--- src/rtl/nufc_pkg.sv ---
// package: flash feature and unique-id host controller constants and types
//==============================================================
// Notes on behaviour
// - id command followed by 00h address, busy
// - after status polling, send read-mode before data
// - xor halves; all FFh accepts, else next
// - random data read may move output pointer
// - feature commands: one address, four parameters
// - ecc bit written zero on fixed-ecc parts
// - valid feature address, then address-to-data wait
// - get features busy; never enhanced status read
package nufc_pkg;

  //==============================================================
  // clock and timing
  localparam int CLK_PERIOD_PS = 5000;
  localparam int STROBE_NS = 25;
  localparam int HOLD_NS = 15;
  localparam int ADDR_TO_DATA_WAIT_NS = 70;
  localparam int BUSY_ONSET_NS = 100;

  // least times round up to whole cycles
  function automatic int ns_to_cyc(input int ns);
    return (ns * 1000 + CLK_PERIOD_PS - 1) / CLK_PERIOD_PS;
  endfunction : ns_to_cyc

  localparam logic [7:0] STROBE_CYC = 8'(ns_to_cyc(STROBE_NS));
  localparam logic [7:0] HOLD_CYC = 8'(ns_to_cyc(HOLD_NS));
  localparam logic [7:0] ADL_CYC = 8'(ns_to_cyc(ADDR_TO_DATA_WAIT_NS));
  localparam logic [7:0] ONSET_CYC = 8'(ns_to_cyc(BUSY_ONSET_NS));

  //==============================================================
  // flash command bytes and fixed addresses
  localparam logic [7:0] CMD_UNIQUE_ID = 8'hED;
  localparam logic [7:0] CMD_SET_FEAT = 8'hEF;
  localparam logic [7:0] CMD_GET_FEAT = 8'hEE;
  localparam logic [7:0] CMD_STATUS = 8'h70;
  localparam logic [7:0] CMD_STATUS_ENH = 8'h78;
  localparam logic [7:0] CMD_READ_MODE = 8'h00;
  localparam logic [7:0] ADDR_UNIQUE_ID = 8'h00;
  localparam int STAT_READY_BIT = 6;
  localparam logic [7:0] STAT_LOCK_REPEAT = 8'h60;

  //==============================================================
  // feature map of the target
  localparam logic [7:0] FEAT_TIMING = 8'h01;
  localparam logic [7:0] FEAT_DRIVE = 8'h80;
  localparam logic [7:0] FEAT_BUSY_PULL = 8'h81;
  localparam logic [7:0] FEAT_ARRAY_MODE = 8'h90;
  localparam logic [7:0] TIMING_MODE_MAX = 8'h05;
  localparam logic [7:0] DRIVE_FULL = 8'h00;
  localparam logic [7:0] DRIVE_QUARTER = 8'h03;
  localparam logic [7:0] AOM_RESET = 8'h00;
  localparam logic [7:0] AOM_OTP_PROTECT = 8'h03;
  localparam logic [7:0] AOM_ECC_ENABLE = 8'h08;
  localparam logic [7:0] AOM_LOCK_DISABLE = 8'h10;
  localparam int AOM_ECC_BIT = 3;

  localparam logic [4:0] UID_COPY_BYTES = 5'd31;
  localparam logic [4:0] UID_HALF = 5'd16;
  localparam logic [3:0] UID_LAST_COPY = 4'hF;
  localparam logic [1:0] PARAM_LAST = 2'h3;

  //==============================================================
  // controller registers, word index on the avalon slave
  localparam logic [3:0] REG_CTRL = 4'h0;
  localparam logic [3:0] REG_FEAT_ADDR = 4'h1;
  localparam logic [3:0] REG_PARAM_OUT = 4'h2;
  localparam logic [3:0] REG_STATUS = 4'h3;
  localparam logic [3:0] REG_PARAM_IN = 4'h4;
  localparam logic [3:0] REG_UID0 = 4'h5;
  localparam logic [3:0] REG_UID3 = 4'h8;
  localparam int CTRL_POLL_BIT = 2;
  localparam int CTRL_ECC_FIXED_BIT = 3;
  localparam int ST_BUSY_BIT = 0;
  localparam int ST_DONE_BIT = 1;
  localparam int ST_UID_OK_BIT = 2;
  localparam int ST_UID_FAIL_BIT = 3;
  localparam int ST_REFUSED_BIT = 4;

  //==============================================================
  // types
  typedef enum logic [1:0] {NUFC_OP_UID, NUFC_OP_SET, NUFC_OP_GET, NUFC_OP_NONE} nufc_op_e;
  typedef enum logic [1:0] {NUFC_CYC_CMD, NUFC_CYC_ADDR, NUFC_CYC_WR, NUFC_CYC_RD} nufc_cyc_e;

  typedef struct packed {
    logic valid;
    logic sel;
    nufc_cyc_e kind;
    logic [7:0] data;
  } nufc_cyc_req_s;

  typedef struct packed {
    logic ce_n;
    logic cle;
    logic ale;
    logic we_n;
    logic re_n;
    logic [7:0] io;
    logic io_oe;
  } nufc_pins_s;

  // only the documented feature addresses are sent
  function automatic logic feat_known(input logic [7:0] a);
    return (a == FEAT_TIMING) || (a == FEAT_DRIVE) || (a == FEAT_BUSY_PULL)
      || (a == FEAT_ARRAY_MODE);
  endfunction : feat_known

endpackage : nufc_pkg

--- src/rtl/nufc_cycle.sv ---
// module: one strobed command, address or data cycle on the flash pins
`timescale 1ns/1ps
module nufc_cycle import nufc_pkg::*; (
  // clock and reset
  input wire logic clk,
  input wire logic rst_n,
  // request from the sequencer
  input wire nufc_cyc_req_s req,
  output logic done,
  output logic [7:0] rdata,
  // flash pins
  input wire logic [7:0] io_in,
  output nufc_pins_s pins
);

  //==============================================================
  // strobe engine
  typedef enum logic [1:0] {E_IDLE, E_LOW, E_HIGH} nufc_eng_e;

  nufc_eng_e st, next_st;
  logic [7:0] cnt, next_cnt;
  nufc_cyc_e kind, next_kind;
  nufc_pins_s next_pins;
  logic next_done;
  logic [7:0] next_rdata;

  always_comb begin
    next_st = st;
    next_cnt = cnt;
    next_kind = kind;
    next_pins = pins;
    next_done = 1'b0;
    next_rdata = rdata;
    next_pins.ce_n = !req.sel;
    case (st)
      E_IDLE: begin
        if (req.valid) begin
          next_kind = req.kind;
          next_pins.cle = (req.kind == NUFC_CYC_CMD);
          next_pins.ale = (req.kind == NUFC_CYC_ADDR);
          next_pins.io = req.data;
          next_pins.io_oe = (req.kind != NUFC_CYC_RD);
          next_pins.we_n = (req.kind == NUFC_CYC_RD);
          next_pins.re_n = (req.kind != NUFC_CYC_RD);
          next_cnt = STROBE_CYC - 8'h01;
          next_st = E_LOW;
        end
      end
      E_LOW: begin
        if (cnt == 8'h00) begin
          // target latches on the rising write enable
          next_pins.we_n = 1'b1;
          next_pins.re_n = 1'b1;
          if (kind == NUFC_CYC_RD) begin
            next_rdata = io_in;
          end
          next_cnt = HOLD_CYC - 8'h01;
          next_st = E_HIGH;
        end else begin
          next_cnt = cnt - 8'h01;
        end
      end
      default: begin
        if (cnt == 8'h00) begin
          next_pins.cle = 1'b0;
          next_pins.ale = 1'b0;
          next_pins.io_oe = 1'b0;
          next_done = 1'b1;
          next_st = E_IDLE;
        end else begin
          next_cnt = cnt - 8'h01;
        end
      end
    endcase
  end

  always_ff @(posedge clk or negedge rst_n) begin
    if (!rst_n) begin
      st <= E_IDLE;
      cnt <= 8'h00;
      kind <= NUFC_CYC_CMD;
      pins <= '{ce_n: 1'b1, cle: 1'b0, ale: 1'b0, we_n: 1'b1, re_n: 1'b1,
                io: 8'h00, io_oe: 1'b0};
      done <= 1'b0;
      rdata <= 8'h00;
    end else begin
      st <= next_st;
      cnt <= next_cnt;
      kind <= next_kind;
      pins <= next_pins;
      done <= next_done;
      rdata <= next_rdata;
    end
  end
endmodule : nufc_cycle

--- src/rtl/nufc_host.sv ---
// module: host controller for unique-id read and feature set/get commands
`timescale 1ns/1ps
module nufc_host import nufc_pkg::*; (
  // clock and reset
  input wire logic MCLK,
  input wire logic RESET_N,
  // avalon-mm slave
  input wire logic [3:0] AVS_ADDRESS,
  input wire logic AVS_READ,
  input wire logic AVS_WRITE,
  input wire logic [31:0] AVS_WRITEDATA,
  input wire logic [3:0] AVS_BYTEENABLE,
  output logic [31:0] AVS_READDATA,
  output logic AVS_WAITREQUEST,
  // flash pins, eight-bit data path
  output logic NAND_CE_N,
  output logic NAND_CLE,
  output logic NAND_ALE,
  output logic NAND_WE_N,
  output logic NAND_RE_N,
  output logic [7:0] NAND_IO_OUT,
  output logic NAND_IO_OE,
  input wire logic [7:0] NAND_IO_IN,
  input wire logic NAND_READY
);

  //==============================================================
  // declarations
  typedef enum logic [3:0] {S_IDLE, S_READY, S_CMD, S_ADDR, S_ADL, S_PARAM, S_ONSET,
    S_BUSY, S_POLL_CMD, S_POLL_RD, S_MODE, S_DATA, S_END} nufc_state_e;

  nufc_state_e state, next_state;
  logic [7:0] cnt, next_cnt;
  logic issued, next_issued;
  logic [4:0] byte_idx, next_byte_idx;
  logic [3:0] copy_idx, next_copy_idx;
  logic copy_ok, next_copy_ok;
  logic uid_ok, next_uid_ok;
  logic uid_fail, next_uid_fail;
  logic done_flag, next_done_flag;
  logic refused, next_refused;
  logic [7:0] status_byte, next_status_byte;
  logic [31:0] param_in, next_param_in;
  logic [7:0] uid_mem [16];
  logic [7:0] next_uid_mem [16];

  logic wait_req, next_wait_req;
  logic [31:0] rdata, next_rdata;
  nufc_op_e op, next_op;
  logic poll_sel, next_poll_sel;
  logic ecc_fixed, next_ecc_fixed;
  logic [7:0] feat_addr, next_feat_addr;
  logic [31:0] param_out, next_param_out;
  logic start, acc;

  nufc_cyc_req_s cyc_req;
  nufc_pins_s pins;
  logic cyc_done;
  logic [7:0] cyc_rdata;

  function automatic logic [7:0] byte_of(input logic [31:0] w, input logic [1:0] i);
    return w[{i, 3'b000} +: 8];
  endfunction : byte_of

  function automatic logic [31:0] uid_word(input logic [7:0] m [16], input logic [1:0] w);
    return {m[{w, 2'h3}], m[{w, 2'h2}], m[{w, 2'h1}], m[{w, 2'h0}]};
  endfunction : uid_word

  //==============================================================
  // avalon slave: answer on the second cycle of every access
  assign acc = (AVS_READ || AVS_WRITE) && !wait_req;

  always_comb begin
    next_wait_req = !((AVS_READ || AVS_WRITE) && wait_req);
    next_rdata = rdata;
    next_op = op;
    next_poll_sel = poll_sel;
    next_ecc_fixed = ecc_fixed;
    next_feat_addr = feat_addr;
    next_param_out = param_out;
    start = 1'b0;
    if (AVS_READ && wait_req) begin
      if (AVS_ADDRESS == REG_CTRL) begin
        next_rdata = {28'h0000000, ecc_fixed, poll_sel, op};
      end else if (AVS_ADDRESS == REG_FEAT_ADDR) begin
        next_rdata = {24'h000000, feat_addr};
      end else if (AVS_ADDRESS == REG_PARAM_OUT) begin
        next_rdata = param_out;
      end else if (AVS_ADDRESS == REG_STATUS) begin
        next_rdata = {12'h000, copy_idx, status_byte, 3'b000, refused, uid_fail, uid_ok,
          done_flag, (state != S_IDLE)};
      end else if (AVS_ADDRESS == REG_PARAM_IN) begin
        next_rdata = param_in;
      end else if (AVS_ADDRESS >= REG_UID0 && AVS_ADDRESS <= REG_UID3) begin
        next_rdata = uid_word(uid_mem, 2'(AVS_ADDRESS - REG_UID0));
      end else begin
        next_rdata = 32'h00000000;
      end
    end
    if (acc && AVS_WRITE && state == S_IDLE) begin
      if (AVS_ADDRESS == REG_CTRL && AVS_BYTEENABLE[0]) begin
        next_op = nufc_op_e'(AVS_WRITEDATA[1:0]);
        next_poll_sel = AVS_WRITEDATA[CTRL_POLL_BIT];
        next_ecc_fixed = AVS_WRITEDATA[CTRL_ECC_FIXED_BIT];
        start = 1'b1;
      end else if (AVS_ADDRESS == REG_FEAT_ADDR && AVS_BYTEENABLE[0]) begin
        next_feat_addr = AVS_WRITEDATA[7:0];
      end else if (AVS_ADDRESS == REG_PARAM_OUT) begin
        for (int b = 0; b < 4; b++) begin
          if (AVS_BYTEENABLE[b]) begin
            next_param_out[b*8 +: 8] = AVS_WRITEDATA[b*8 +: 8];
          end
        end
      end
    end
  end

  always_ff @(posedge MCLK or negedge RESET_N) begin
    if (!RESET_N) begin
      wait_req <= 1'b1;
      rdata <= 32'h00000000;
      op <= NUFC_OP_NONE;
      poll_sel <= 1'b0;
      ecc_fixed <= 1'b0;
      feat_addr <= FEAT_TIMING;
      param_out <= 32'h00000000;
    end else begin
      wait_req <= next_wait_req;
      rdata <= next_rdata;
      op <= next_op;
      poll_sel <= next_poll_sel;
      ecc_fixed <= next_ecc_fixed;
      feat_addr <= next_feat_addr;
      param_out <= next_param_out;
    end
  end

  //==============================================================
  // command sequencer
  always_comb begin
    next_state = state;
    next_cnt = cnt;
    next_byte_idx = byte_idx;
    next_copy_idx = copy_idx;
    next_copy_ok = copy_ok;
    next_uid_ok = uid_ok;
    next_uid_fail = uid_fail;
    next_done_flag = done_flag;
    next_refused = refused;
    next_status_byte = status_byte;
    next_param_in = param_in;
    next_uid_mem = uid_mem;
    cyc_req = '{valid: 1'b0, sel: (state != S_IDLE), kind: NUFC_CYC_CMD, data: 8'h00};
    case (state)
      S_IDLE: begin
        if (start) begin
          next_done_flag = 1'b0;
          next_uid_ok = 1'b0;
          next_uid_fail = 1'b0;
          next_copy_idx = 4'h0;
          next_copy_ok = 1'b1;
          // a reserved feature address or unknown operation is never sent
          next_refused = (next_op == NUFC_OP_NONE)
            || (next_op != NUFC_OP_UID && !feat_known(feat_addr));
          next_state = next_refused ? S_END : S_READY;
        end
      end
      S_READY: begin
        if (NAND_READY) begin
          next_state = S_CMD;
        end
      end
      S_CMD: begin
        cyc_req.valid = !issued;
        cyc_req.data = (op == NUFC_OP_UID) ? CMD_UNIQUE_ID
          : (op == NUFC_OP_SET) ? CMD_SET_FEAT : CMD_GET_FEAT;
        if (cyc_done) begin
          next_state = S_ADDR;
        end
      end
      S_ADDR: begin
        cyc_req.valid = !issued;
        cyc_req.kind = NUFC_CYC_ADDR;
        cyc_req.data = (op == NUFC_OP_UID) ? ADDR_UNIQUE_ID : feat_addr;
        if (cyc_done) begin
          next_cnt = (op == NUFC_OP_SET) ? ADL_CYC - 8'h01 : ONSET_CYC - 8'h01;
          next_state = (op == NUFC_OP_SET) ? S_ADL : S_ONSET;
          next_byte_idx = 5'd0;
        end
      end
      S_ADL: begin
        next_cnt = cnt - 8'h01;
        if (cnt == 8'h00) begin
          next_state = S_PARAM;
        end
      end
      S_PARAM: begin
        cyc_req.valid = !issued;
        cyc_req.kind = NUFC_CYC_WR;
        cyc_req.data = byte_of(param_out, byte_idx[1:0]);
        // ecc bit is reserved where ecc cannot be switched
        if (ecc_fixed && feat_addr == FEAT_ARRAY_MODE && byte_idx == 5'd0) begin
          cyc_req.data[AOM_ECC_BIT] = 1'b0;
        end
        if (cyc_done) begin
          next_byte_idx = byte_idx + 5'd1;
          if (byte_idx[1:0] == PARAM_LAST) begin
            next_cnt = ONSET_CYC - 8'h01;
            next_state = S_ONSET;
          end
        end
      end
      S_ONSET: begin
        // ready/busy may lag the last strobe, so it is not looked at yet
        next_cnt = cnt - 8'h01;
        if (cnt == 8'h00) begin
          next_state = poll_sel ? S_POLL_CMD : S_BUSY;
        end
      end
      S_BUSY: begin
        if (NAND_READY) begin
          next_byte_idx = 5'd0;
          next_state = (op == NUFC_OP_SET) ? S_END : S_DATA;
        end
      end
      S_POLL_CMD: begin
        cyc_req.valid = !issued;
        cyc_req.data = CMD_STATUS;
        if (cyc_done) begin
          next_state = S_POLL_RD;
        end
      end
      S_POLL_RD: begin
        cyc_req.valid = !issued;
        cyc_req.kind = NUFC_CYC_RD;
        if (cyc_done) begin
          next_status_byte = cyc_rdata;
          if (cyc_rdata[STAT_READY_BIT]) begin
            next_byte_idx = 5'd0;
            next_state = (op == NUFC_OP_SET) ? S_END : S_MODE;
          end
        end
      end
      S_MODE: begin
        cyc_req.valid = !issued;
        cyc_req.data = CMD_READ_MODE;
        if (cyc_done) begin
          next_state = S_DATA;
        end
      end
      S_DATA: begin
        cyc_req.valid = !issued;
        cyc_req.kind = NUFC_CYC_RD;
        if (cyc_done) begin
          next_byte_idx = byte_idx + 5'd1;
          if (op == NUFC_OP_GET) begin
            next_param_in[byte_idx[1:0]*8 +: 8] = cyc_rdata;
            if (byte_idx[1:0] == PARAM_LAST) begin
              next_state = S_END;
            end
          end else if (byte_idx < UID_HALF) begin
            next_uid_mem[byte_idx[3:0]] = cyc_rdata;
          end else begin
            // copy pointer runs on sequentially, no random read needed
            if ((cyc_rdata ^ uid_mem[byte_idx[3:0]]) != 8'hFF) begin
              next_copy_ok = 1'b0;
            end
            if (byte_idx == UID_COPY_BYTES) begin
              if (next_copy_ok) begin
                next_uid_ok = 1'b1;
                next_state = S_END;
              end else if (copy_idx == UID_LAST_COPY) begin
                next_uid_fail = 1'b1;
                next_state = S_END;
              end else begin
                next_copy_idx = copy_idx + 4'h1;
                next_copy_ok = 1'b1;
                next_byte_idx = 5'd0;
              end
            end
          end
        end
      end
      default: begin
        next_done_flag = 1'b1;
        next_state = S_IDLE;
      end
    endcase
  end

  assign next_issued = cyc_req.valid ? 1'b1 : (cyc_done ? 1'b0 : issued);

  always_ff @(posedge MCLK or negedge RESET_N) begin
    if (!RESET_N) begin
      state <= S_IDLE;
      cnt <= 8'h00;
      issued <= 1'b0;
      byte_idx <= 5'd0;
      copy_idx <= 4'h0;
      copy_ok <= 1'b0;
      uid_ok <= 1'b0;
      uid_fail <= 1'b0;
      done_flag <= 1'b0;
      refused <= 1'b0;
      status_byte <= 8'h00;
      param_in <= 32'h00000000;
      for (int i = 0; i < 16; i++) begin
        uid_mem[i] <= 8'h00;
      end
    end else begin
      state <= next_state;
      cnt <= next_cnt;
      issued <= next_issued;
      byte_idx <= next_byte_idx;
      copy_idx <= next_copy_idx;
      copy_ok <= next_copy_ok;
      uid_ok <= next_uid_ok;
      uid_fail <= next_uid_fail;
      done_flag <= next_done_flag;
      refused <= next_refused;
      status_byte <= next_status_byte;
      param_in <= next_param_in;
      uid_mem <= next_uid_mem;
    end
  end

  //==============================================================
  // pin engine and outputs
  nufc_cycle u_cycle (
    .clk(MCLK),
    .rst_n(RESET_N),
    .req(cyc_req),
    .done(cyc_done),
    .rdata(cyc_rdata),
    .io_in(NAND_IO_IN),
    .pins(pins)
  );

  assign AVS_READDATA = rdata;
  assign AVS_WAITREQUEST = wait_req;
  assign NAND_CE_N = pins.ce_n;
  assign NAND_CLE = pins.cle;
  assign NAND_ALE = pins.ale;
  assign NAND_WE_N = pins.we_n;
  assign NAND_RE_N = pins.re_n;
  assign NAND_IO_OUT = pins.io;
  assign NAND_IO_OE = pins.io_oe;
endmodule : nufc_host

--- config.mk ---
export PLATFORM = sky130hd
export DESIGN_NAME = nufc_host
export DESIGN_NICKNAME = d
export VERILOG_FILES = /design/src/rtl/nufc_pkg.sv /design/src/rtl/nufc_cycle.sv /design/src/rtl/nufc_host.sv
export SDC_FILE = /design/constraint.sdc
export NUM_CORES = 1
export LEC_CHECK = 0
export ABC_AREA = 1
export BUFFER_PORTS_ARGS = -buffer_cell sky130_fd_sc_hd__buf_2
export CAP_MARGIN = 20
export CORE_UTILIZATION = 40
export DETAILED_ROUTE_END_ITERATION = 10
export GPL_TIMING_DRIVEN = 0
export PLACE_DENSITY_LB_ADDON = 0.15
export SYNTH_ARGS = -nofsm -noshare
export SYNTH_HDL_FRONTEND = slang
export SYNTH_HIERARCHICAL = 1
export SYNTH_SLANG_ARGS = --single-unit
--- constraint.sdc ---
create_clock -name MCLK -period 2.4 [get_ports MCLK]
set_input_delay 0.12 -clock MCLK [delete_from_list [all_inputs] [get_ports MCLK]]
set_output_delay 0.12 -clock MCLK [all_outputs]
set_load 0.05 [all_outputs]
==> key figures, run 1 <==
STA
  • Worst slew margin: 0.287
  • TNS Setup: -0.0397 ns
  • Final Cycle Share: 1.02
  • Fmax: ~410 MHz
  • Worst slew pin tran: between 1 and 1.5 ns
  • Final hold violations: 0
  • RSZ-0062 raised after global routing: true
  • Final setup violation count: 1
  • Post-layout min period: about 2.4 ns
  • Final Max Tran Viols: 0
  • Clock skew: 0.0324 ns
  • Setup WS post-layout: -0.0397 ns

Synth
  • Cells after synthesis: 2,159
  • Share of synthesized registers carrying an async set or reset: 1.00
  • Share of the synthesized area in the top cell type: 0.455
  • Synth Flop Type: dfrtp_1
  • Synth cell types: 54
  • Net Count, Synth: 2,229
  • Seq/Total Area, Yosys: 0.466
  • #FFs+latches synth: between 300 and 400
  • Number of synthesized flops with an enable pin: 0
  • Synth cell count leaders: nand2_1 (587), dfrtp_1 (300), o21ai_0 (297), inv_1 (203), nor2_1 (151)
  • Yosys Warn Count: 6
  • Most common cell in the synthesized netlist: nand2_1
  • Post-Syn Area per Cell: 7.65 sq um
  • Cell taking the most area after synthesis: dfrtp_1
  • Mapped Area: around 17,000 sq um
  • Synth area leaders: dfrtp_1 (45%), nand2_1 (13%), o21ai_0 (9.0%)

Power
  • Combinational share of power: 0.402
  • Power density over the cells: approximately 1000 nW/um^2
  • Peak supply drop: 0.538 mV
  • Psw: a little over 0.008 W
  • Total power after layout: about 0.020 W
  • P_leak: 9.97 nW
  • Clock share of power: 0.294
  • P_int: about 0.012 W
  • Switch share: 0.403
  • Reg power frac: 0.304

Route
  • Remaining DRCs: 0
  • Via Count: between 15,000 and 20,000
  • DR iter-0 viols: 1,490
  • Top Metal Used: met4
  • Avg WL per Cell: around 23 um
  • Final WL: around 67,000 um
  • Routed Antenna Nets: 0
  • Vias/cell: ~5.6
  • Routed met2 length: between 30,000 and 40,000 um
  • Metal3 WL: about 4800 um
  • Met1 Wirelength: 28,200 um
  • First drt pass iteration count: 6

Global route
  • Overflow after GRT: 0
  • First-pass GRT wire length: between 90,000 and 100,000 um
  • Initial antenna violation count: 1
  • Largest net degree at the start of global routing: about 120
  • Number of global-route vias before repair: 15,600
  • Tot GR Track Use: 0.319

Clocking
  • Clock-pin transition on the worst setup and hold timing paths: roughly 0.06 ns
  • Num CTS Buffers: 37
  • Root buffer cell: clkbuf_16
  • CTS H-tree lvls: 2
  • Clock sink count: 307
  • Worst-Skew Late Latency: 0.57 ns
  • Max Root-Sink Buffers: 3
  • CTS tree: done

Place
  • DPL Wire Length: slightly below 50,000 um
  • Post-DP Area: 17,700 sq um
  • Placed insts: about 2,800
  • IO Port Bufs: between 90 and 100
  • Final Wtd Congestion: between 1 and 1.5

Die
  • Core area: around 41,000 sq um
  • Die Ht: 205 um
  • Initial core utilization: 0.405
  • Rows: 74
  • Die area: approximately 42,000 sq um
  • Die width: around 210 um
  • I/O pin count: 100

Critical path
  • Worst path arrival time: around 3.0 ns
  • Setup CP Type: reg2reg
  • Critical Path, Cell by Cell: buf_12 -> buf_12 -> clkbuf_16 -> clkbuf_1 -> o21ai_0 -> o21ai_0 -> nand2_1 -> o21ai_0 -> nand2_1 -> nand2_1
  • Critical path startpoint category: register
  • CP max-delay cell: o21ai_0
  • Worst EP required: between 2 and 3 ns
  • Crit-path max cell delay: 0.57 ns
  • Crit Path Max Fanout: 10
  • CP Capture Type: register

Hold path
  • Min-delay worst type: in2reg

Cells and area
  • Final Instance Count excl. Fillers: approximately 3,000
  • Area growth, synth to finish: 25.2%
  • Layout cells sized above 1: 0.197
  • Post-route cell area: 20,700 sq um
  • Final #Nets: about 2,400
  • Ant. Diodes: 0

Status
  • Failing checks: setup timing
  • Status: finished, violations left

Job
  • Max-cap violations: 0
==> critical path, delay by kind of cell (launching register included) <==
kind                   cells  cell delay (ns)
and+or+nand+nor            3             0.24
buffers and inverters      4             0.89
AOI/OAI and AO/OA          3             0.83
DFF                        1             0.41
==> sequential cells by signal, summed over array words and instances, names as in the netlist, 4 cells and up <==
name           flops
u_cycle/pins      14
state              4
status_byte        8
cnt                8
param_in          32
param_out         32
byte_idx           5
uid_mem          128
feat_addr          8
u_cycle/cnt        8
AVS_READDATA      32
u_cycle/rdata      8
copy_idx           4
==> through the flow <==
stage	util	setup WS (ns)	hold slack [ns]
final	0.508	-0.0397	0.0636
after global routing	0.508	-0.0927	0.0791
after CTS	0.488	-0.0845	0.0317
after detailed placement	0.435	-1.72	0.232
after global placement	0.434	-4.64	0.286
after floorplan	-	0.0120	-0.176
==> worst paths after layout <==
path | from | end | slack, ns | cells after the start
min in group asynchronous | RESET_N | param_out[21]$_DFFE_PN0P_ | 0.18 | 2
max reg2reg | byte_idx[0]$_DFFE_PN0P_ | u_cycle/pins[2]$_DFFE_PN0P_ | -0.04 | 10
min reg2reg | u_cycle/pins[9]$_DFFE_PN1P_ | u_cycle/pins[9]$_DFFE_PN1P_ | 0.47 | 2
max | byte_idx[0]$_DFFE_PN0P_ | u_cycle/pins[2]$_DFFE_PN0P_ | -0.04 | 10
min | AVS_BYTEENABLE[1] | param_out[8]$_DFFE_PN0P_ | 0.06 | 4
max in group asynchronous | RESET_N | uid_mem[16]$_DFFE_PN0P_ | 1.03 | 3
==> cell families (layout without fill, tap and decap cells) <==
group / after synthesis / in the layout / synth area share
DFF: 307 / 307 / 0.466
adders and majority gates: 17 / 17 / 0.0129
and+or+nand+nor: 922 / 922 / 0.236
AOI/OAI and AO/OA: 545 / 545 / 0.183
muxes: 24 / 24 / 0.0164
buffers and inverters: 337 / 580 / 0.0828
xor gates and xnor gates: 7 / 7 / 0.00371
==> power groups by stage <==
stage | clock network, W | logic (W) | registers [W]
6_report | 0.00596 | 0.00815 | 0.00617
5_1_grt | 0.00628 | 0.00876 | 0.00623
4_1_cts | 0.00607 | 0.00686 | 0.00614
3_5_place_dp | 0 | 0.00635 | 0.00623
3_3_place_gp | 0 | 0.00629 | 0.00623
2_1_floorplan | 0 | 0.00377 | 0.00669
==> cells in the final DEF, fill, tap and decap left out, drive strengths merged <==
cell,instances
nand2,609
o21ai,368
dfrtp,300
inv,219
buf,174
nor2,167
clkbuf,117
nand3,94
a21oi,90
dlygate4sd3,46
nand4,26
mux2,24
a221oi,23
nor3,18
ha,17
clkinv,16
o211ai,15
o31ai,10
o22ai,10
o221ai,9
a31oi,8
dfstp,7
xor2,6
clkinvlp,4
bufinv,4
nor4,4
o2111ai,3
o311ai,2
o21bai,2
a22oi,2
or2,2
or3,1
a32o,1
nor3b,1
a21o,1
xnor2,1
a21boi,1
==> layer usage <==
metal	vias up	global-route usage
met2	710	0.502
li1	7551	-
met5	-	0
met3	167	0.0584
met1	7932	0.421
met4	0	0.159
==> what timing repair did <==
action | CTS | global route
hold endpoints to repair | 151 | 0
endpoints found under the setup margin | 209 | 232
hold buffers | 46 | 0
pin swaps | 10 | 24
resized for setup | 89 | 179
gates cloned | 1 | 3
setup buffers | 12 | 20
==> layout make-up <==
| cell class | instances | area [sq um] |
|---|---|---|
| Multi-Input combinational cell | 1515 | 7960 |
| Clock buffer | 48 | 1060 |
| Timing Repair Buffer | 183 | 1440 |
| Clock inverter | 17 | 231 |
| Tap cell | 532 | 666 |
| Sequential cell | 307 | 7700 |
| Buffer | 106 | 751 |
| Fill cell | 4014 | 20100 |
| Inverter | 226 | 876 |
Note: power is estimated with default switching activity, not from simulation.
==> run 2: changes to the inputs <==
--- a/config.mk
+++ b/config.mk
@@ -12,6 +12,8 @@
 export DETAILED_ROUTE_END_ITERATION = 10
 export GPL_TIMING_DRIVEN = 0
 export PLACE_DENSITY_LB_ADDON = 0.15
+export SETUP_SLACK_MARGIN = 0.5
+export SKIP_CTS_REPAIR_TIMING = 1
 export SYNTH_ARGS = -nofsm -noshare
 export SYNTH_HDL_FRONTEND = slang
 export SYNTH_HIERARCHICAL = 1
==> constraint.sdc (replaced) <==
create_clock -name MCLK -period 2.75 [get_ports MCLK]
set_input_delay 0.1375 -clock MCLK [delete_from_list [all_inputs] [get_ports MCLK]]
set_output_delay 0.1375 -clock MCLK [all_outputs]
set_load 0.05 [all_outputs]
==> run 2 against run 1 <==
The run ends with hold timing left; critical path type unchanged; largest cell class unchanged; critical endpoint is now state[1]$_DFFE_PN0P_; fmax fell by 1.3%; die area did not move; setup slack improved by 0.32 ns; utilization rose by 0.41 points; count of clock-buffer cells in the layout rose by 2.
==> key figures, run 2 (synthesized netlist as in run 1, its figures left out) <==
Die
  • I/O pin count: 100 (unchanged)
  • Die width: 205 um (unchanged)
  • Die area: 42,100 sq um (unchanged)
  • Rows: 74 (unchanged)
  • Initial core utilization: 0.405 (unchanged)
  • Core area: 40,700 sq um (unchanged)
  • Die Ht: 205 um (unchanged)

Clocking
  • Num CTS Buffers: 37 (unchanged)
  • Clock sink count: 307 (unchanged)
  • Clock-pin transition on the worst setup and hold timing paths: 0.06 ns (about the same)
  • CTS tree: done
  • Root buffer cell: clkbuf_16
  • Max Root-Sink Buffers: 3 (unchanged)
  • Worst-Skew Late Latency: 0.57 ns (about the same)
  • CTS H-tree lvls: 2 (unchanged)

Cells and area
  • Most frequent cells in the layout: nand2_1 (559), dfrtp_1 (295), o21ai_0 (266)
  • Area growth, synth to finish: 26.3%
  • Ant. Diodes: 0 (unchanged)
  • Most common cell after layout, fill and taps aside: nand2_1
  • Largest register FFs: 128 (unchanged)
  • Layout cells sized above 1: 0.202 (+0.00581)
  • Final #Nets: 2,464 (+0.74%)
  • Post-route cell area: 20,800 sq um (+0.82%)
  • Largest reg by FF count: uid_mem

Route
  • Vias/cell: 5.51 (-1.2%)
  • Avg WL per Cell: 23.1 um (+1.4%)
  • First drt pass iteration count: 5 (-1)
  • DR iter-0 viols: 1,441 (-3.3%)
  • Final WL: 68,200 um (+2.1%)
  • Via Count: 16,300 (-0.56%)
  • Remaining DRCs: 0 (unchanged)
  • Routed Antenna Nets: 0 (unchanged)

Place
  • DPL Wire Length: 51,200 um (+3.1%)
  • Setup slack after placement: -1.02 ns (+0.702 ns)
  • Post-DP Area: 17,800 sq um (+0.22%)
  • IO Port Bufs: 99 (unchanged)
  • Final Wtd Congestion: 0.985 (-5.5%)

Global route
  • GR peak layer: met2
  • Initial antenna violation count: 0 (-1)
  • Global routing usage on met2: 0.516 (+0.0135)
  • First-pass GRT wire length: 98,800 um (+0.60%)
  • Tot GR Track Use: 0.325 (+0.00542)
  • Overflow after GRT: 0 (unchanged)
  • Met3 usage: 0.0479 (-0.0105)
  • Number of global-route vias before repair: 15,200 (-2.6%)
  • Grt met1 use: 0.429 (+0.00852)
  • Largest net degree at the start of global routing: 96 (-22%)

STA
  • Final setup violation count: 0 (-1)
  • Clock skew: 0.0231 ns (-0.00923 ns)
  • Final Cycle Share: 0.899 (-0.117)
  • RSZ-0062 raised after global routing: true
  • Worst slew pin tran: 0.920 ns (-0.149 ns)
  • Final hold violations: 2 (+2)
  • Final Max Tran Viols: 0 (unchanged)
  • Setup WS post-layout: 0.277 ns (+0.317 ns)
  • Worst hold margin: -0.0297 ns (-0.0933 ns)
  • Fmax: 404 MHz (-1.3%)
  • Worst slew margin: 0.387 (+0.0996)
  • Post-layout min period: 2.47 ns (+0.0331 ns)

Critical path
  • Setup CP Type: reg2reg
  • Critical path startpoint category: register
  • Worst path arrival time: 2.93 ns (-0.02 ns)
  • CP Capture Type: register
  • Worst EP required: 3.21 ns (+0.30 ns)
  • Crit Path Max Fanout: 10 (unchanged)

Hold path
  • Min-delay worst type: in2reg

Power
  • Switch share: 0.409 (+0.00594)
  • Reg power frac: 0.308 (+0.004)
  • P_leak: 10.1 nW (+1.5%)
  • Combinational share of power: 0.411 (+0.009)
  • P_int: 0.0103 W (-15%)
  • Peak supply drop: 0.458 mV (-15%)
  • Power density over the cells: 839 nW/um^2 (-15%)
  • Clock share of power: 0.281 (-0.013)
  • Psw: 0.00715 W (-13%)

Job
  • Max-cap violations: 0 (unchanged)

Status
  • Status: finished, violations left
  • Failing checks: hold timing
[run 2: changes by cell type in the layout (fill, tap and decap cells not counted), sizes merged]
cell and delta:
buf +29, bufinv -2, clkbuf -5, clkinv +1
clkinvlp +1, dlygate4sd3 -4
[run 2: worst max-delay path, cell delays in order, from the launching register on]
cell and delay, ns:
dfrtp_1 0.46, inv_1 0.13, nor2_2 0.21, buf_4 0.31, nand2_2 0.14, nand2_1 0.17
nor2_2 0.07, nor2_1 0.18, nor2_1 0.06, nand2_1 0.06, nor2_1 0.05, nand3_2 0.13
nand3_4 0.12, buf_4 0.16, nand3_1 0.06, nand2_1 0.05
[run 2: power by group through the flow]
stage	Combinational [W]	Sequential (W)	Clock, W
after floorplan	0.00330	0.00584	0
after global placement	0.00557	0.00543	0
after detailed placement	0.00561	0.00544	0
after CTS	0.00563	0.00537	0.00501
after global routing	0.00775	0.00544	0.00516
final	0.00718	0.00539	0.00491
[run 2: final timing paths]
| kind | startpoint | to | slack [ns] | depth (start not counted) |
|---|---|---|---|---|
| max | byte_idx[2]$_DFFE_PN0P_ | state[1]$_DFFE_PN0P_ | 0.28 | 15 |
| min | AVS_WRITEDATA[0] | param_out[0]$_DFFE_PN0P_ | -0.03 | 3 |
| max reg2reg | byte_idx[2]$_DFFE_PN0P_ | state[1]$_DFFE_PN0P_ | 0.28 | 15 |
| min reg2reg | u_cycle/pins[5]$_DFFE_PN0P_ | u_cycle/pins[5]$_DFFE_PN0P_ | 0.46 | 2 |
| max in group asynchronous | RESET_N | uid_mem[27]$_DFFE_PN0P_ | 1.42 | 4 |
| min in group asynchronous | RESET_N | param_out[24]$_DFFE_PN0P_ | 0.04 | 2 |
[run 2: layout make-up]
cell class	count	area, sq um
well taps	532	666
plain buffers	111	845
clock buffers	50	1030
repair buffers	196	1560
inverters	226	891
flip-flops and latches	307	7700
fillers	3992	19900
multi-input cells	1515	7970
clock inverters	17	178
[run 2: metrics by stage]
step | hold WS (ns) | util | cells | power, W | TNS [ns]
after floorplan | -0.158 | - | 2159 | 0.00914 | 0
after detailed placement | 0.0512 | 0.436 | 2793 | 0.0111 | -49.50
final | -0.0297 | 0.512 | 2954 | 0.0175 | 0
after CTS | -0.562 | 0.466 | 2860 | 0.0160 | -14.90
after global routing | 0.00458 | 0.512 | 2954 | 0.0183 | 0
after global placement | 0.303 | 0.434 | 2790 | 0.0110 | -1347.43
[run 2: per-layer routing]
layer	wire, um	vias up
met5	0	-
met1	28800	7874
met2	31700	637
li1	-	7593
met4	3560	0
met3	4150	164
==> run 3: changes to the inputs <==
--- a/config.mk
+++ b/config.mk
@@ -5,7 +5,6 @@
 export SDC_FILE = /design/constraint.sdc
 export NUM_CORES = 1
 export LEC_CHECK = 0
-export ABC_AREA = 1
 export BUFFER_PORTS_ARGS = -buffer_cell sky130_fd_sc_hd__buf_2
 export CAP_MARGIN = 20
 export CORE_UTILIZATION = 40
==> run 3 against run 2 <==
The flow finishes with violations (setup timing); sequential power down 3%; synthesized cell count decreased by 36%; global-route usage is 6.4 points lower; first-iteration DRC count shrank 27%; wire length shrank 22%; setup slack got worse by 0.90 ns; largest cell class unchanged.
==> key figures, run 3 <==
Synth
  • Compound-Gate Fraction of Synth Area: 0.115 (-0.0672)
  • Largest family of logic cells by synthesized area: multiplexers
  • Most common cell in the synthesized netlist: dfrtp_1
  • Yosys Warn Count: 6 (unchanged)
  • Mapped Area: 16,000 sq um (-3.2%)
  • Seq/Total Area, Yosys: 0.481 (+0.0155)
  • Cells after synthesis: 1,383 (-36%)
  • Mux cell area share after synthesis: 0.248 (+0.231)
  • Synth cell types: 76 (+41%)
  • #FFs+latches synth: 307 (unchanged)
  • Share of synthesized registers carrying an async set or reset: 1.00 (unchanged)
  • Net Count, Synth: 1,453 (-35%)
  • Number of synthesized flops with an enable pin: 0 (unchanged)
  • Xor-xnor portion of the synthesized cell area: 0.00713 (+0.00341)
  • Post-Syn Area per Cell: 11.6 sq um (+51%)
  • Synth cell count leaders: dfrtp_1 (300), mux2_2 (198), nand2_1 (182), o21ai_0 (93), clkbuf_1 (71)
  • Simple-gate portion of the synthesized area: 0.102 (-0.134)
  • Synth area leaders: dfrtp_1 (47%), mux2_2 (14%), mux4_2 (7.5%)
  • Cell taking the most area after synthesis: dfrtp_1
  • Synth Flop Type: dfrtp_1
  • Adder-Cell Fraction of Synth Area: 0.0146 (+0.00168)
  • Share of the synthesized area in the top cell type: 0.470 (+0.0151)

Die
  • Die width: 202 um (-1.6%)
  • Core area: 39,000 sq um (-4.3%)
  • Rows: 72 (-2.7%)
  • I/O pin count: 100 (unchanged)
  • Initial core utilization: 0.410 (+0.00436)
  • Die Ht: 202 um (-1.6%)
  • Die area: 40,700 sq um (-3.2%)

STA
  • Post-layout min period: 3.38 ns (+0.902 ns)
  • Final setup violation count: 15 (+15)
  • Worst slew margin: 0.407 (+0.0207)
  • Worst hold margin: 0.140 ns (+0.169 ns)
  • Final hold violations: 0 (-2)
  • RSZ-0062 raised after global routing: true
  • Worst slew pin tran: 0.889 ns (-0.0311 ns)
  • Clock skew: 0.0144 ns (-0.00878 ns)
  • Final Cycle Share: 1.23 (+0.328)
  • Fmax: 296 MHz (-27%)
  • Final Max Tran Viols: 0 (unchanged)
  • TNS Setup: -7.85 ns (-7.85 ns)
  • Setup WS post-layout: -0.625 ns (-0.902 ns)

Status
  • Status: finished, violations left
  • Failing checks: setup timing

Global route
  • Largest net degree at the start of global routing: 116 (+21%)
  • Number of global-route vias before repair: 12,000 (-21%)
  • First-pass GRT wire length: 78,600 um (-20%)
  • Initial antenna violation count: 1 (+1)
  • Tot GR Track Use: 0.261 (-0.0641)
  • Overflow after GRT: 0 (unchanged)

Critical path
  • R2R Setup Slk: -0.63 ns (-0.90 ns)
  • Worst path arrival time: 3.79 ns (+0.86 ns)
  • Critical register-to-register path startpoint: byte_idx[0]$_DFFE_PN0P_
  • Worst EP required: 3.17 ns (-0.04 ns)
  • R2R depth: 9 (-6)
  • Crit Path Max Fanout: 7 (-3)
  • Worst reg2reg path endpoint: state[3]$_DFFE_PN0P_
  • Critical path startpoint: byte_idx[0]$_DFFE_PN0P_
  • CP Capture Type: register
  • Critical path startpoint category: register
  • Setup CP Type: reg2reg

Cells and area
  • Layout cells sized above 1: 0.356 (+0.154)
  • Post-route cell area: 19,800 sq um (-4.9%)
  • Most common cell after layout, fill and taps aside: dfrtp_1
  • Most frequent cells in the layout: dfrtp_1 (297), mux2_2 (198), nand2_1 (166)
  • Reg area: 7690 sq um (about the same)
  • Final #Nets: 1,660 (-33%)
  • Largest reg by FF count: uid_mem
  • Largest register FFs: 128 (unchanged)
  • Area growth, synth to finish: 24.1%
  • Fillcell total: 3,537 (-11%)
  • Ant. Diodes: 0 (unchanged)
  • Multi-input gate area: 8320 sq um (+4.3%)

Clocking
  • CTS tree: done
  • Worst-Skew Late Latency: 0.54 ns (-0.03 ns)
  • Clock sink count: 307 (unchanged)
  • Max Root-Sink Buffers: 3 (unchanged)
  • Root buffer cell: clkbuf_16
  • Num CTS Buffers: 36 (-2.7%)
  • Clock-pin transition on the worst setup and hold timing paths: 0.06 ns (about the same)
  • CTS H-tree lvls: 2 (unchanged)

Route
  • DR iter-0 viols: 1,054 (-27%)
  • Vias/cell: 5.84 (+6.1%)
  • Via Count: 12,500 (-23%)
  • Final WL: 53,500 um (-22%)
  • Avg WL per Cell: 25.1 um (+8.6%)
  • First drt pass iteration count: 5 (unchanged)
  • Routed Antenna Nets: 0 (unchanged)
  • Remaining DRCs: 0 (unchanged)

Place
  • IO Port Bufs: 99 (unchanged)
  • Final Wtd Congestion: 0.900 (-8.6%)
  • DPL Wire Length: 38,400 um (-25%)
  • Post-DP Area: 17,400 sq um (-1.9%)

Hold path
  • Hold Path Cell Cnt: 3 (unchanged)
  • Min-delay worst type: in2reg
  • Worst hold start: AVS_BYTEENABLE[2]
  • Worst min-delay path endpoint: param_out[23]$_DFFE_PN0P_

Power
  • Peak supply drop: 0.389 mV (-15%)
  • Power density over the cells: 715 nW/um^2 (-15%)
  • P_leak: 9.00 nW (-11%)

Job
  • Max-cap violations: 0 (unchanged)
run 3: where the power goes:
part / total (W) / leakage [nW] / switching [W] / internal (W)
clock: 0.00486 / 0.595 / 0.00195 / 0.00292
sequential: 0.00524 / 4.19 / 0.000345 / 0.00490
combinational: 0.00407 / 4.22 / 0.00247 / 0.00160
total: 0.0142 / 9.00 / 0.00476 / 0.00942
run 3: worst max-delay path by stage:
stage                                         end  cells past startpoint
after global placement    byte_idx[0]$_DFFE_PN0P_                      1
after CTS                 copy_idx[0]$_DFFE_PN0P_                     14
after detailed placement  copy_idx[0]$_DFFE_PN0P_                     14
final                        state[3]$_DFFE_PN0P_                      9
after global routing         state[1]$_DFFE_PN0P_                     10
after floorplan              state[2]$_DFFE_PN0P_                     12
run 3: metrics by stage:
stage | instances | setup slack (ns) | utilization | power, W
global placement | 2000 | -5.10 | 0.444 | 0.00888
detailed placement | 2005 | -0.893 | 0.447 | 0.00895
finish | 2132 | -0.625 | 0.508 | 0.0142
floorplan | 1383 | -0.0234 | - | 0.00785
CTS | 2067 | -0.926 | 0.478 | 0.0139
global route | 2132 | -0.662 | 0.508 | 0.0148
run 3: logic make-up after synthesis:
kind of cell / Yosys count
and+or+nand+nor: 354
DFF: 307
muxes: 299
AOI/OAI and AO/OA: 274
buffers and inverters: 117
adders and majority gates: 19
xor gates and xnor gates: 13
run 3: final cells by class:
class	count	area share
multi-input combinational	959	0.419
sequential	307	0.388
timing repair buffer	169	0.0612
clock buffer	52	0.0546
buffer	93	0.0336
tap	518	0.0327
clock inverter	10	0.00543
inverter	24	0.00499
run 3: worst max-delay path, stage by stage, from the launching register on:
cell,delay [ns]
dfrtp_2,0.47
buf_6,0.15
mux4_2,0.52
xnor2_1,0.17
o21ai_1,0.19
or4b_4,0.50
a2111oi_4,0.47
a21boi_4,0.34
o21ai_4,0.11
mux2_4,0.32
run 3: per-layer routing:
metal,wire length (um),global-route usage,vias to the layer above
met1,22800,0.346,6344
li1,-,-,5576
met4,1920,0.0982,0
met2,25400,0.422,433
met5,0,0,-
met3,3370,0.0511,103
